`config.mk`:
```
export PLATFORM = sky130hd
export DESIGN_NAME = flash_self_program_guard
export DESIGN_NICKNAME = d
export VERILOG_FILES = /design/src/core/flash_guard_pkg.sv /design/src/core/store_event_if.sv /design/src/core/unlock_tracker.sv /design/src/core/boot_swap_map.sv /design/src/core/flash_self_program_guard.sv
export SDC_FILE = /design/constraint.sdc
export NUM_CORES = 1
export LEC_CHECK = 0
export BUFFER_PORTS_ARGS = -buffer_cell sky130_fd_sc_hd__buf_2
export CORE_AREA = 2 2 59 102
export CTS_CLUSTER_DIAMETER = 150
export DETAILED_ROUTE_END_ITERATION = 8
export DIE_AREA = 0 0 61 104
export GPL_TIMING_DRIVEN = 0
export PLACE_DENSITY = 0.71
export SKIP_CTS_REPAIR_TIMING = 1
export SYNTH_ARGS = -nofsm -noshare
export SYNTH_HDL_FRONTEND = slang
export SYNTH_SLANG_ARGS = --single-unit
```
`constraint.sdc`:
```
create_clock -name clk_sys -period 1.64 [get_ports clk_sys]
set_input_delay 0.328 -clock clk_sys [delete_from_list [all_inputs] [get_ports clk_sys]]
set_output_delay 0.328 -clock clk_sys [all_outputs]
set_load 0.005 [all_outputs]
```
`src/core/flash_guard_pkg.sv`:
```
// Constants, field positions and types shared by the flash self-program guard
package flash_guard_pkg;
    // Register map, byte addresses on the 16-bit peripheral space
    localparam logic [15:0] MODE_CTRL_ADDR = 16'hffc4;
    localparam logic [15:0] CMD_ADDR       = 16'hffc0;
    localparam logic [15:0] STATUS_ADDR    = 16'hffc2;
    localparam logic [7:0]  PERIPH_PAGE    = 8'hff;
    // Unlock key and reset values
    localparam logic [7:0]  UNLOCK_KEY     = 8'ha5;
    localparam logic [7:0]  MODE_USER_RST  = 8'h08;
    localparam logic [7:0]  STATUS_RST     = 8'h00;
    localparam logic [7:0]  READ_ZERO      = 8'h00;
    // Field positions in mode control and status
    localparam int          LO_BIT         = 0;
    localparam int          HI_BIT         = 1;
    localparam int          PIN_BIT        = 2;
    localparam int          WED_BIT        = 3;
    localparam int          ERR_BIT        = 0;
    // Firmware entry and boot clusters (4 KB each)
    localparam logic [15:0] FW_ENTRY_ADDR  = 16'h8100;
    localparam int          CLUSTER_BIT    = 12;
    localparam logic [2:0]  BOOT_PAIR_TAG  = 3'h0;
    // Self-programming mode encodings
    typedef enum logic [1:0]
    {
        MODE_NORMAL   = 2'h0,
        MODE_FW_CALL  = 2'h1,
        MODE_BAD      = 2'h2,
        MODE_FW_FETCH = 2'h3
    } sp_mode_t;
    // Unlock sequence progress
    typedef enum logic [3:0]
    {
        ST_IDLE = 4'h1,
        ST_CMD  = 4'h2,
        ST_VAL  = 4'h4,
        ST_INV  = 4'h8
    } unlock_state_t;
endpackage

```
`src/core/store_event_if.sv`:
```
// Peripheral store events and unlock verdicts between top and tracker
`timescale 1ns/100ps
`default_nettype none
interface store_event_if;
    logic       st_valid;
    logic       st_cmd;
    logic       st_mode;
    logic [7:0] st_data;
    logic       commit;
    logic       fail;
    logic [7:0] commit_val;
    modport tracker
    (
        input  st_valid, st_cmd, st_mode, st_data,
        output commit, fail, commit_val
    );
    modport source
    (
        output st_valid, st_cmd, st_mode, st_data,
        input  commit, fail, commit_val
    );
endinterface
`default_nettype wire

```
`src/core/unlock_tracker.sv`:
```
// Four-store unlock sequence tracker for the mode control register
`timescale 1ns/100ps
`default_nettype none
module unlock_tracker
(
    // Clock and reset
    input  wire logic             clk_sys,
    input  wire logic             rst_b,
    // Store events
    store_event_if.tracker        ev
);
    flash_guard_pkg::unlock_state_t state_reg;
    flash_guard_pkg::unlock_state_t state_next;
    logic [7:0]                   val_reg;
    logic                         key_ok;
    logic                         inv_ok;
    logic                         same_ok;
    logic                         other;

    assign key_ok  = ev.st_data == flash_guard_pkg::UNLOCK_KEY;
    assign inv_ok  = ev.st_data == ~val_reg;
    assign same_ok = ev.st_data == val_reg;
    assign other   = !ev.st_cmd && !ev.st_mode;
    assign ev.commit_val = val_reg;

    always_comb
    begin
        state_next = state_reg;
        ev.commit  = 1'b0;
        ev.fail    = 1'b0;
        if (ev.st_valid)
        begin
            case (state_reg)
                flash_guard_pkg::ST_IDLE:
                begin
                    ev.fail    = ev.st_mode || (ev.st_cmd && !key_ok);
                    state_next = (ev.st_cmd && key_ok) ? flash_guard_pkg::ST_CMD
                                                       : flash_guard_pkg::ST_IDLE;
                end
                flash_guard_pkg::ST_CMD:
                begin
                    ev.fail    = other || (ev.st_cmd && !key_ok);
                    state_next = ev.st_mode ? flash_guard_pkg::ST_VAL
                               : (ev.st_cmd && key_ok) ? flash_guard_pkg::ST_CMD
                               : flash_guard_pkg::ST_IDLE;
                end
                flash_guard_pkg::ST_VAL:
                begin
                    ev.fail    = !ev.st_mode || !inv_ok;
                    state_next = (ev.st_mode && inv_ok) ? flash_guard_pkg::ST_INV
                                                        : flash_guard_pkg::ST_IDLE;
                end
                flash_guard_pkg::ST_INV:
                begin
                    ev.fail    = !ev.st_mode || !same_ok;
                    ev.commit  = ev.st_mode && same_ok;
                    state_next = flash_guard_pkg::ST_IDLE;
                end
                default:
                begin
                    state_next = flash_guard_pkg::ST_IDLE;
                end
            endcase
        end
    end

    always_ff @(posedge clk_sys)
    begin
        if (!rst_b)
        begin
            state_reg <= flash_guard_pkg::ST_IDLE;
            val_reg   <= flash_guard_pkg::READ_ZERO;
        end
        else
        begin
            state_reg <= state_next;
            if (ev.st_valid && ev.st_mode && state_reg == flash_guard_pkg::ST_CMD)
            begin
                val_reg <= ev.st_data;
            end
        end
    end
endmodule
`default_nettype wire

```
`src/core/boot_swap_map.sv`:
```
// Boot cluster exchange on the flash address path
`timescale 1ns/100ps
`default_nettype none
module boot_swap_map
(
    // Control
    input  wire logic        swap_en,
    // Address path
    input  wire logic [15:0] addr_in,
    output logic      [15:0] addr_out
);
    logic in_boot_pair;

    // Only the two lowest 4 KB clusters trade places
    assign in_boot_pair = addr_in[15:13] == flash_guard_pkg::BOOT_PAIR_TAG;
    assign addr_out = (swap_en && in_boot_pair)
                    ? (addr_in ^ (16'h0001 << flash_guard_pkg::CLUSTER_BIT))
                    : addr_in;
endmodule
`default_nettype wire

```
`src/core/flash_self_program_guard.sv`:
```
// Flash self-programming guard: mode control, unlock, error flag, boot swap
//
// Strobed register access was left to the implementer.
`timescale 1ns/100ps
`default_nettype none

// How it works
// - Mode taken from bits 0 and 1
// - 00 fetches all flash; 01 allows firmware call
// - 11 fetches firmware ROM; only firmware sets it
// - Write/erase only with disable 0, pin 1
// - Bit 2 reads the mode pin level
// - Reset gives 08H user, 0CH on-board
// - High mode bit selects firmware address source
// - On-board mode ignores the mode bits
// - Unlock opens with A5H to command register
// - Value, inverse, value; only third commits
// - Broken sequence keeps register, flags error
// - Error flag sticky until software writes 0
// - Command store not after A5H sets error
// - Peripheral store elsewhere mid-sequence sets error
// - Second value not inverse sets error
// - Third value differing sets error
// - Reset clears status; command undefined
// - Boot flag swaps clusters at next reset
// - Swap exchanges cluster 0 and 1
module flash_self_program_guard
(
    // Clock and reset
    input  wire logic        clk_sys,
    input  wire logic        rst_b,
    // Register port
    input  wire logic [15:0] reg_addr,
    input  wire logic [7:0]  reg_wdata,
    input  wire logic        reg_wr,
    input  wire logic        reg_rd,
    output logic      [7:0]  reg_rdata,
    // Mode pins
    input  wire logic        flash_mode_pin,
    input  wire logic        onboard_mode_pin,
    // Firmware side
    input  wire logic        fw_mode_wr,
    input  wire logic [1:0]  fw_mode_val,
    input  wire logic [15:0] fw_flash_addr,
    input  wire logic        boot_flag,
    // CPU fetch side
    input  wire logic [15:0] cpu_addr,
    output logic      [15:0] flash_addr,
    output logic      [15:0] fw_entry_addr,
    output logic             fetch_all_flash,
    output logic             fw_call_enable,
    output logic             fw_rom_fetch,
    // Flash array control
    output logic             write_erase_enable,
    output logic             protection_error_flag,
    output logic             boot_swapped
);

    ////////////////////////////////////////////////////////////////////////////////////////

    // Address match on the register port
    function automatic logic hit(input logic [15:0] a, input logic [15:0] target);
        hit = a == target;
    endfunction

    // Two-flop pin synchronisers
    logic pin_meta_reg;
    logic pin_sync_reg;
    logic onb_meta_reg;
    logic onb_sync_reg;

    always_ff @(posedge clk_sys)
    begin
        pin_meta_reg <= flash_mode_pin;
        pin_sync_reg <= pin_meta_reg;
        onb_meta_reg <= onboard_mode_pin;
        onb_sync_reg <= onb_meta_reg;
    end

    ////////////////////////////////////////////////////////////////////////////////////////

    // Strap: operating mode caught once after reset release
    logic strap_taken_reg;
    logic onboard_reg;

    always_ff @(posedge clk_sys)
    begin
        if (!rst_b)
        begin
            strap_taken_reg <= 1'b0;
            onboard_reg     <= 1'b0;
        end
        else if (!strap_taken_reg)
        begin
            strap_taken_reg <= 1'b1;
            onboard_reg     <= onb_sync_reg;
        end
    end

    ////////////////////////////////////////////////////////////////////////////////////////

    // Register port decode
    logic periph_st;
    logic wr_mode;
    logic wr_cmd;
    logic wr_status;
    logic rd_mode;
    logic rd_status;

    assign periph_st = reg_wr && reg_addr[15:8] == flash_guard_pkg::PERIPH_PAGE;
    assign wr_mode   = reg_wr && hit(reg_addr, flash_guard_pkg::MODE_CTRL_ADDR);
    assign wr_cmd    = reg_wr && hit(reg_addr, flash_guard_pkg::CMD_ADDR);
    assign wr_status = reg_wr && hit(reg_addr, flash_guard_pkg::STATUS_ADDR);
    assign rd_mode   = reg_rd && hit(reg_addr, flash_guard_pkg::MODE_CTRL_ADDR);
    assign rd_status = reg_rd && hit(reg_addr, flash_guard_pkg::STATUS_ADDR);

    ////////////////////////////////////////////////////////////////////////////////////////

    // Unlock tracker
    store_event_if ev ();

    assign ev.st_valid = periph_st;
    assign ev.st_cmd   = wr_cmd;
    assign ev.st_mode  = wr_mode;
    assign ev.st_data  = reg_wdata;

    unlock_tracker u_tracker
    (
        .clk_sys (clk_sys),
        .rst_b   (rst_b),
        .ev      (ev.tracker)
    );

    ////////////////////////////////////////////////////////////////////////////////////////

    // Mode control register: stored bits are disable, hi and lo
    logic       wed_reg;
    logic       wed_next;
    logic [1:0] mode_reg;
    logic [1:0] mode_next;
    logic [1:0] user_mode;

    // A user commit can never produce the firmware fetch code nor 10
    assign user_mode = {1'b0, ev.commit_val[flash_guard_pkg::LO_BIT]};

    always_comb
    begin
        wed_next  = wed_reg;
        mode_next = mode_reg;
        if (ev.commit)
        begin
            wed_next  = ev.commit_val[flash_guard_pkg::WED_BIT];
            mode_next = user_mode;
        end
        if (fw_mode_wr)
        begin
            mode_next = fw_mode_val;
        end
    end

    always_ff @(posedge clk_sys)
    begin
        if (!rst_b)
        begin
            wed_reg  <= flash_guard_pkg::MODE_USER_RST[flash_guard_pkg::WED_BIT];
            mode_reg <= flash_guard_pkg::MODE_NORMAL;
        end
        else
        begin
            wed_reg  <= wed_next;
            mode_reg <= mode_next;
        end
    end

    ////////////////////////////////////////////////////////////////////////////////////////

    // Status register: sticky protection error
    logic err_reg;
    logic err_next;
    logic err_clear;

    assign err_clear = wr_status && !reg_wdata[flash_guard_pkg::ERR_BIT];

    // Set beats a clear landing in the same cycle
    always_comb
    begin
        err_next = err_reg;
        if (err_clear)
        begin
            err_next = 1'b0;
        end
        if (ev.fail)
        begin
            err_next = 1'b1;
        end
    end

    always_ff @(posedge clk_sys)
    begin
        if (!rst_b)
        begin
            err_reg <= flash_guard_pkg::STATUS_RST[flash_guard_pkg::ERR_BIT];
        end
        else
        begin
            err_reg <= err_next;
        end
    end

    ////////////////////////////////////////////////////////////////////////////////////////

    // Readback, one cycle after the read strobe
    logic [7:0] mode_view;
    logic [7:0] status_view;
    logic [7:0] rdata_next;

    always_comb
    begin
        mode_view = flash_guard_pkg::READ_ZERO;
        mode_view[flash_guard_pkg::LO_BIT]  = mode_reg[0];
        mode_view[flash_guard_pkg::HI_BIT]  = mode_reg[1];
        mode_view[flash_guard_pkg::PIN_BIT] = pin_sync_reg;
        mode_view[flash_guard_pkg::WED_BIT] = wed_reg;
        status_view = flash_guard_pkg::READ_ZERO;
        status_view[flash_guard_pkg::ERR_BIT] = err_reg;
    end

    // Command register is write-only and reads as zero
    assign rdata_next = rd_mode   ? mode_view
                      : rd_status ? status_view
                      : flash_guard_pkg::READ_ZERO;

    always_ff @(posedge clk_sys)
    begin
        if (!rst_b)
        begin
            reg_rdata <= flash_guard_pkg::READ_ZERO;
        end
        else
        begin
            reg_rdata <= rdata_next;
        end
    end

    ////////////////////////////////////////////////////////////////////////////////////////

    // Boot swap: flag sampled while reset is held
    logic swap_reg;

    always_ff @(posedge clk_sys)
    begin
        if (!rst_b)
        begin
            swap_reg <= boot_flag;
        end
    end

    ////////////////////////////////////////////////////////////////////////////////////////

    // Effective mode and flash address source
    logic [1:0]  eff_mode;
    logic [15:0] src_addr;
    logic [15:0] mapped_addr;
    logic        we_next;

    assign eff_mode = onboard_reg ? flash_guard_pkg::MODE_NORMAL : mode_reg;
    assign src_addr = eff_mode[1] ? fw_flash_addr : cpu_addr;
    assign we_next  = !wed_reg && pin_sync_reg;

    boot_swap_map u_swap
    (
        .swap_en  (swap_reg),
        .addr_in  (src_addr),
        .addr_out (mapped_addr)
    );

    always_ff @(posedge clk_sys)
    begin
        if (!rst_b)
        begin
            flash_addr         <= 16'(flash_guard_pkg::READ_ZERO);
            fetch_all_flash    <= 1'b1;
            fw_call_enable     <= 1'b0;
            fw_rom_fetch       <= 1'b0;
            write_erase_enable <= 1'b0;
        end
        else
        begin
            flash_addr         <= mapped_addr;
            fetch_all_flash    <= eff_mode == flash_guard_pkg::MODE_NORMAL;
            fw_call_enable     <= eff_mode == flash_guard_pkg::MODE_FW_CALL;
            fw_rom_fetch       <= eff_mode == flash_guard_pkg::MODE_FW_FETCH;
            write_erase_enable <= we_next;
        end
    end

    assign fw_entry_addr         = flash_guard_pkg::FW_ENTRY_ADDR;
    assign protection_error_flag = err_reg;
    assign boot_swapped          = swap_reg;

endmodule
`default_nettype wire

```
==> results of run 1 <==
-- layout by cell type (no fill, tap or decap), types with 2 or more instances in the layout --
master,n
a21oi_1,23
nor2_1,14
xnor2_1,7
clkinv_2,2
inv_1,2
nor4b_1,2
nand2b_1,3
nand3_1,7
o21ai_0,6
xnor2_2,3
clkbuf_8,5
conb_1,20
clkbuf_2,2
and3b_2,2
and2_1,3
buf_4,20
nor2b_1,4
or3_1,2
dfxtp_2,3
and4_1,4
nor3_1,2
dfxtp_1,42
buf_2,91
nor4_4,2
and3_1,4
mux2i_1,12
nand2_1,41
nand4_1,2
clkbuf_1,6
nor4_1,3
nand3b_1,3
-- cell type report --
cell class | count | area, um2 | share of cell area
Tap cell | 76 | 95.1 | 0.0326
Clock buffer | 5 | 68.8 | 0.0236
Inverter | 2 | 7.51 | 0.00258
Clock inverter | 3 | 18.8 | 0.00644
Buffer | 28 | 183 | 0.0627
Timing Repair Buffer | 91 | 455 | 0.156
Sequential cell | 47 | 958 | 0.329
Multi-Input combinational cell | 185 | 1130 | 0.387
-- through the flow --
| stage | utilization | instance area, um2 |
|---|---|---|
| floorplan | - | 2250 |
| global placement | 0.505 | 2800 |
| detailed placement | 0.505 | 2800 |
| CTS | 0.521 | 2890 |
| global route | 0.526 | 2910 |
| finish | 0.526 | 2910 |
-- cells by family (layout without fill, tap and decap cells) --
family	count (synthesis)	in the layout	synth area share
xor gates and xnor gates	10	10	0.0402
DFF	47	47	0.436
other	2	20	0.00345
AOI/OAI and AO/OA	35	35	0.0901
buffers and inverters	31	129	0.0913
and+or+nand+nor	108	108	0.284
muxes	12	12	0.0551
-- report_power, final --
part	internal (mW)	switching, mW	leakage [nW]
registers	1.19	0.0138	0.389
logic	0.155	0.142	0.980
clock network	0.300	0.384	0.0483
-- worst min-delay path by stage --
stage,startpoint,to,depth (start not counted)
6_report,flash_mode_pin,pin_meta_reg$_DFF_P_,1
5_1_grt,flash_mode_pin,pin_meta_reg$_DFF_P_,1
4_1_cts,flash_mode_pin,pin_meta_reg$_DFF_P_,1
3_5_place_dp,onb_meta_reg$_DFF_P_,onb_sync_reg$_DFF_P_,0
3_3_place_gp,onb_meta_reg$_DFF_P_,onb_sync_reg$_DFF_P_,0
2_1_floorplan,onb_meta_reg$_DFF_P_,onb_sync_reg$_DFF_P_,0
-- metal layers --
layer / wire length, um / part of all wire
met5: 0 / 0
met4: 87 / 0.018
met3: 339 / 0.069
met2: 2720 / 0.55
met1: 1780 / 0.36
-- critical path, delay by kind of cell, from the launching register on --
family           cells  cell delay [ns]
AND/OR/NAND/NOR      3             0.90
flip-flops           1             0.36
multiplexers         1             0.19
==> results by group, run 1 <==
STA
  – Measured slew at the worst slew-check pin: 0.510 ns
  – Hold_ws: 0.127 ns
  – RSZ-0062 raised after global routing: true
  – Clk_skew: 0.00495 ns
  – Final setup vio count: 0
  – Final period util: 0.963
  – Minimum clock period: 1.58 ns
  – Fmax: 633 MHz
  – Worst slew margin: 0.660
  – Hold Vio Cnt, Final: 0
  – Setup slack after layout: slightly above 0.06 ns
  – Pins over their slew limit: 0
  – Setup TNS: 0 ns

Final layout
  – N_diodes: 0
  – Nets: roughly 430
  – Area growth from synthesis to layout: 33.6%
  – Fraction of layout cells with a size suffix above 1: 0.385
  – Number of fill cells in the layout: ~560
  – Max reg flops: 16
  – Register with the most flip-flops: flash_addr
  – Final std cells w/o fill: 437

Synth
  – Top cells by count, synth: dfxtp_1 (46), nand2_1 (41), a21oi_1 (23), buf_4 (20), nor2_1 (14)
  – Most frequent cell after synthesis: dfxtp_1
  – Netlist cell types: 44
  – Number of synthesized flops with an enable pin: 1
  – Ys Warns: 0
  – Yosys top cell area share: 0.423
  – Synth top area cells: dfxtp_1 (42%), nand2_1 (7.1%), buf_4 (6.9%)
  – Synth area leader: dfxtp_1
  – Syn_area_per_cell: between 8 and 9 um2
  – Synth Cell Area: around 0.0022 mm2
  – Top FF cell, synth: dfxtp_1
  – Sequential area share after synthesis: 0.436
  – Yosys reg bits: 47
  – Asr flop ratio synth: 0
  – Synth Instances: 245

Floorplan
  – Width of the die: slightly above 60 um
  – Placement Rows: 36
  – Initial core utilization: 0.393
  – Core box area: 0.00554 mm2
  – Chip Height: around 100 um
  – IO Count: 112
  – Die area: approximately 0.0063 mm2

Outcome
  – Status: complete, no violations

Detailed routing
  – ANT nets after route: 0
  – First DRT Iteration DRCs: between 40 and 50
  – Drt wl/cell: about 11 um
  – Vias per cell: around 4.7
  – Vias: a little over 2000
  – DRC: 0
  – Final WL: between 4 and 5 mm
  – Router iterations before antenna repair: 4

GRT
  – All-Layer GR Usage: 0.155
  – Grt met2 use: 0.306
  – Global routing's busiest layer: met2
  – GRT met3 Usage: 0.0311
  – Total gr overflow: 0
  – Largest net degree at the start of global routing: 16
  – Met1 usage: 0.142
  – Initial antenna violation count: 0
  – First-pass GRT wire length: between 7 and 8 mm
  – Vias in the first global route: 1893

Worst setup path
  – Crit-path cells: or2_4 > or4_4 > mux2i_1 > nor2_1
  – RR Endpoint: u_tracker.ev.commit_val[6]$_SDFFE_PN0P_
  – Worst path max stage delay: slightly below 0.6 ns
  – Reg2reg setup slack: 0.06 ns
  – Critical Path RT: around 1.8 ns
  – Critical path class: flop to flop
  – Critical path launch point: u_tracker.state_reg[2]$_SDFFE_PN0P_
  – Worst path arrival time: ~1.8 ns
  – R2R depth: 4
  – Crit-path slowest cell: or4_4
  – CP max FO: 9
  – Worst setup EP type: flop
  – Reg-to-reg startpoint: u_tracker.state_reg[2]$_SDFFE_PN0P_
  – Worst setup endpoint: u_tracker.ev.commit_val[6]$_SDFFE_PN0P_
  – CP startpoint kind: flop

CTS
  – Sink Count: 47
  – Root Buffer: clkbuf_8
  – Maximum clock path buffer count: 2
  – CTS tree: built
  – H-Tree Depth: 2
  – Clk slew on worst S/H paths: roughly 0.08 ns
  – Clock latency at the later pin of the worst-skew pair: roughly 0.3 ns
  – Total CTS buffers: 5

Min path
  – Hold WC Path Type: input port to flop

Place
  – Final HPWL DP: approximately 4 mm
  – DP Worst Slack: -0.205 ns
  – Placed Cells: between 400 and 500
  – IO Port Bufs: 91
  – Routability cong.: just over 0.8

Power
  – P_leak: between 1 and 1.5 nW
  – Worst vdd ir: roughly 0.54 mV
  – PwrDens: 749 mW/mm2
  – Tot Pwr: 2.18 mW

Flow run
  – Max capacitance violation total: 0
Note: power is estimated with default switching activity, not from simulation.
==> inputs of run 2 (changes only) <==
CORE_AREA = 2 2 56 98   (was 2 2 59 102)
DIE_AREA = 0 0 58 100   (was 0 0 61 104)
MAX_ROUTING_LAYER = met4   (was not set)
PLACE_DENSITY = 0.74   (was 0.71)
clock period = 1.8 ns   (was 1.64 ns; I/O delays follow)
==> results by group, run 2 (synthesis results as in run 1) <==
Place
  – Routability cong.: approximately 0.86
  – Placed Cells: slightly above 400
  – Dpl cell area: between 0.002 and 0.003 mm2
  – DP Worst Slack: -0.0558 ns
  – Final HPWL DP: around 4 mm
  – IO Port Bufs: 91

CTS
  – Clk slew on worst S/H paths: roughly 0.08 ns
  – Total CTS buffers: 5
  – Clock latency at the later pin of the worst-skew pair: around 0.3 ns
  – Root Buffer: clkbuf_8
  – Maximum clock path buffer count: 2
  – CTS tree: built
  – Sink Count: 47
  – H-Tree Depth: 2

Detailed routing
  – Vias: roughly 2100
  – Drt wl/cell: between 10 and 15 um
  – Vias per cell: slightly below 5
  – Router iterations before antenna repair: 4
  – Final WL: between 5 and 6 mm
  – DRC: 0
  – First DRT Iteration DRCs: between 60 and 70
  – ANT nets after route: 0

STA
  – Fmax: between 500 and 600 MHz
  – Worst slew margin: 0.589
  – Measured slew at the worst slew-check pin: between 0.6 and 0.7 ns
  – Clk_skew: about 0.0069 ns
  – Hold Vio Cnt, Final: 0
  – Final setup vio count: 0
  – RSZ-0062 raised after global routing: false
  – Final period util: 0.956
  – Setup TNS: 0 ns
  – Pins over their slew limit: 0
  – Setup slack after layout: about 0.08 ns
  – Minimum clock period: between 1.5 and 2 ns

Power
  – P_leak: 1.40 nW
  – Worst vdd ir: 0.561 mV
  – PwrDens: ~700 mW/mm2

Flow run
  – Max capacitance violation total: 0

Worst setup path
  – Worst path max stage delay: around 0.55 ns
  – CP top delay family: simple AND/OR/NAND/NOR gates
  – Worst setup EP type: flop
  – CP Buf/Inv Count: 1
  – R2R depth: 5
  – Critical path class: flop to flop
  – Critical Path RT: between 1.5 and 2 ns
  – Worst path arrival time: roughly 1.9 ns
  – CP startpoint kind: flop
  – Crit-path cells: or2_1 > or4_1 > buf_6 > mux2i_1 > nor2_1
  – CP max FO: 9
  – Worst path depth: 5
  – Crit-path slowest cell: or4_1

Final layout
  – Register with the most flip-flops: flash_addr
  – Final std cells w/o fill: between 400 and 500
  – Most frequent cells in the layout: buf_2 (91), dfxtp_1 (46), nand2_1 (41), a21oi_1 (23)
  – Final Util: 0.563
  – Commonest non-fill, non-tap cell in the layout: buf_2
  – Area growth from synthesis to layout: 31.2%
  – Nets: roughly 430
  – Fraction of layout cells with a size suffix above 1: 0.356
  – N_diodes: 0
  – Max reg flops: 16
  – Design area: 0.00286 mm2

Floorplan
  – Initial core utilization: 0.429
  – Chip Height: around 100 um
  – Width of the die: slightly below 60 um
  – Placement Rows: 35
  – Core box area: approximately 0.0051 mm2
  – IO Count: about 110
  – Die area: around 0.0058 mm2

GRT
  – Initial antenna violation count: 0
  – Vias in the first global route: between 1500 and 2000
  – All-Layer GR Usage: 0.180
  – First-pass GRT wire length: around 7.9 mm
  – Largest net degree at the start of global routing: 16
  – Total gr overflow: 0

Min path
  – Hold Path Stages: 1
  – Hold WC Path Type: input port to flop

Outcome
  – Status: complete, no violations
==> run 2: layout make-up <==
cell class	count	area, um2
Timing Repair Buffer	91	455
Clock buffer	5	68.8
Tap cell	55	68.8
Inverter	2	7.51
Multi-Input combinational cell	185	1100
Fill cell	479	2220
Clock inverter	3	18.8
Sequential cell	47	951
Buffer	29	191
==> run 2: report_power, final <==
| part | switching (mW) | internal [mW] |
|---|---|---|
| Sequential | 0.0126 | 1.08 |
| Clock | 0.359 | 0.274 |
| Combinational | 0.128 | 0.139 |
==> run 2: worst paths after layout <==
| path | startpoint | end | slack, ns |
|---|---|---|---|
| max reg2reg | u_tracker.state_reg[3]$_SDFFE_PN0P_ | u_tracker.ev.commit_val[3]$_SDFFE_PN0P_ | 0.08 |
| min | flash_mode_pin | pin_meta_reg$_DFF_P_ | 0.16 |
| min reg2reg | onb_meta_reg$_DFF_P_ | onb_sync_reg$_DFF_P_ | 0.33 |
| max | u_tracker.state_reg[3]$_SDFFE_PN0P_ | u_tracker.ev.commit_val[3]$_SDFFE_PN0P_ | 0.08 |
==> run 2: per-stage QoR <==
step / power [mW] / hold WS [ns]
floorplan: 1.25 / 0.310
global placement: 1.38 / 0.314
detailed placement: 1.39 / 0.314
CTS: 2.02 / 0.149
global route: 2.09 / 0.145
finish: 1.99 / 0.155
==> run 2: per-layer routing <==
metal  part of all wire  up-vias  GRT usage
met5                  0        -          -
met2               0.52       95      0.330
met4              0.032        0     0.0966
met3              0.074       11     0.0284
li1                   -     1039          -
met1               0.37      909      0.173
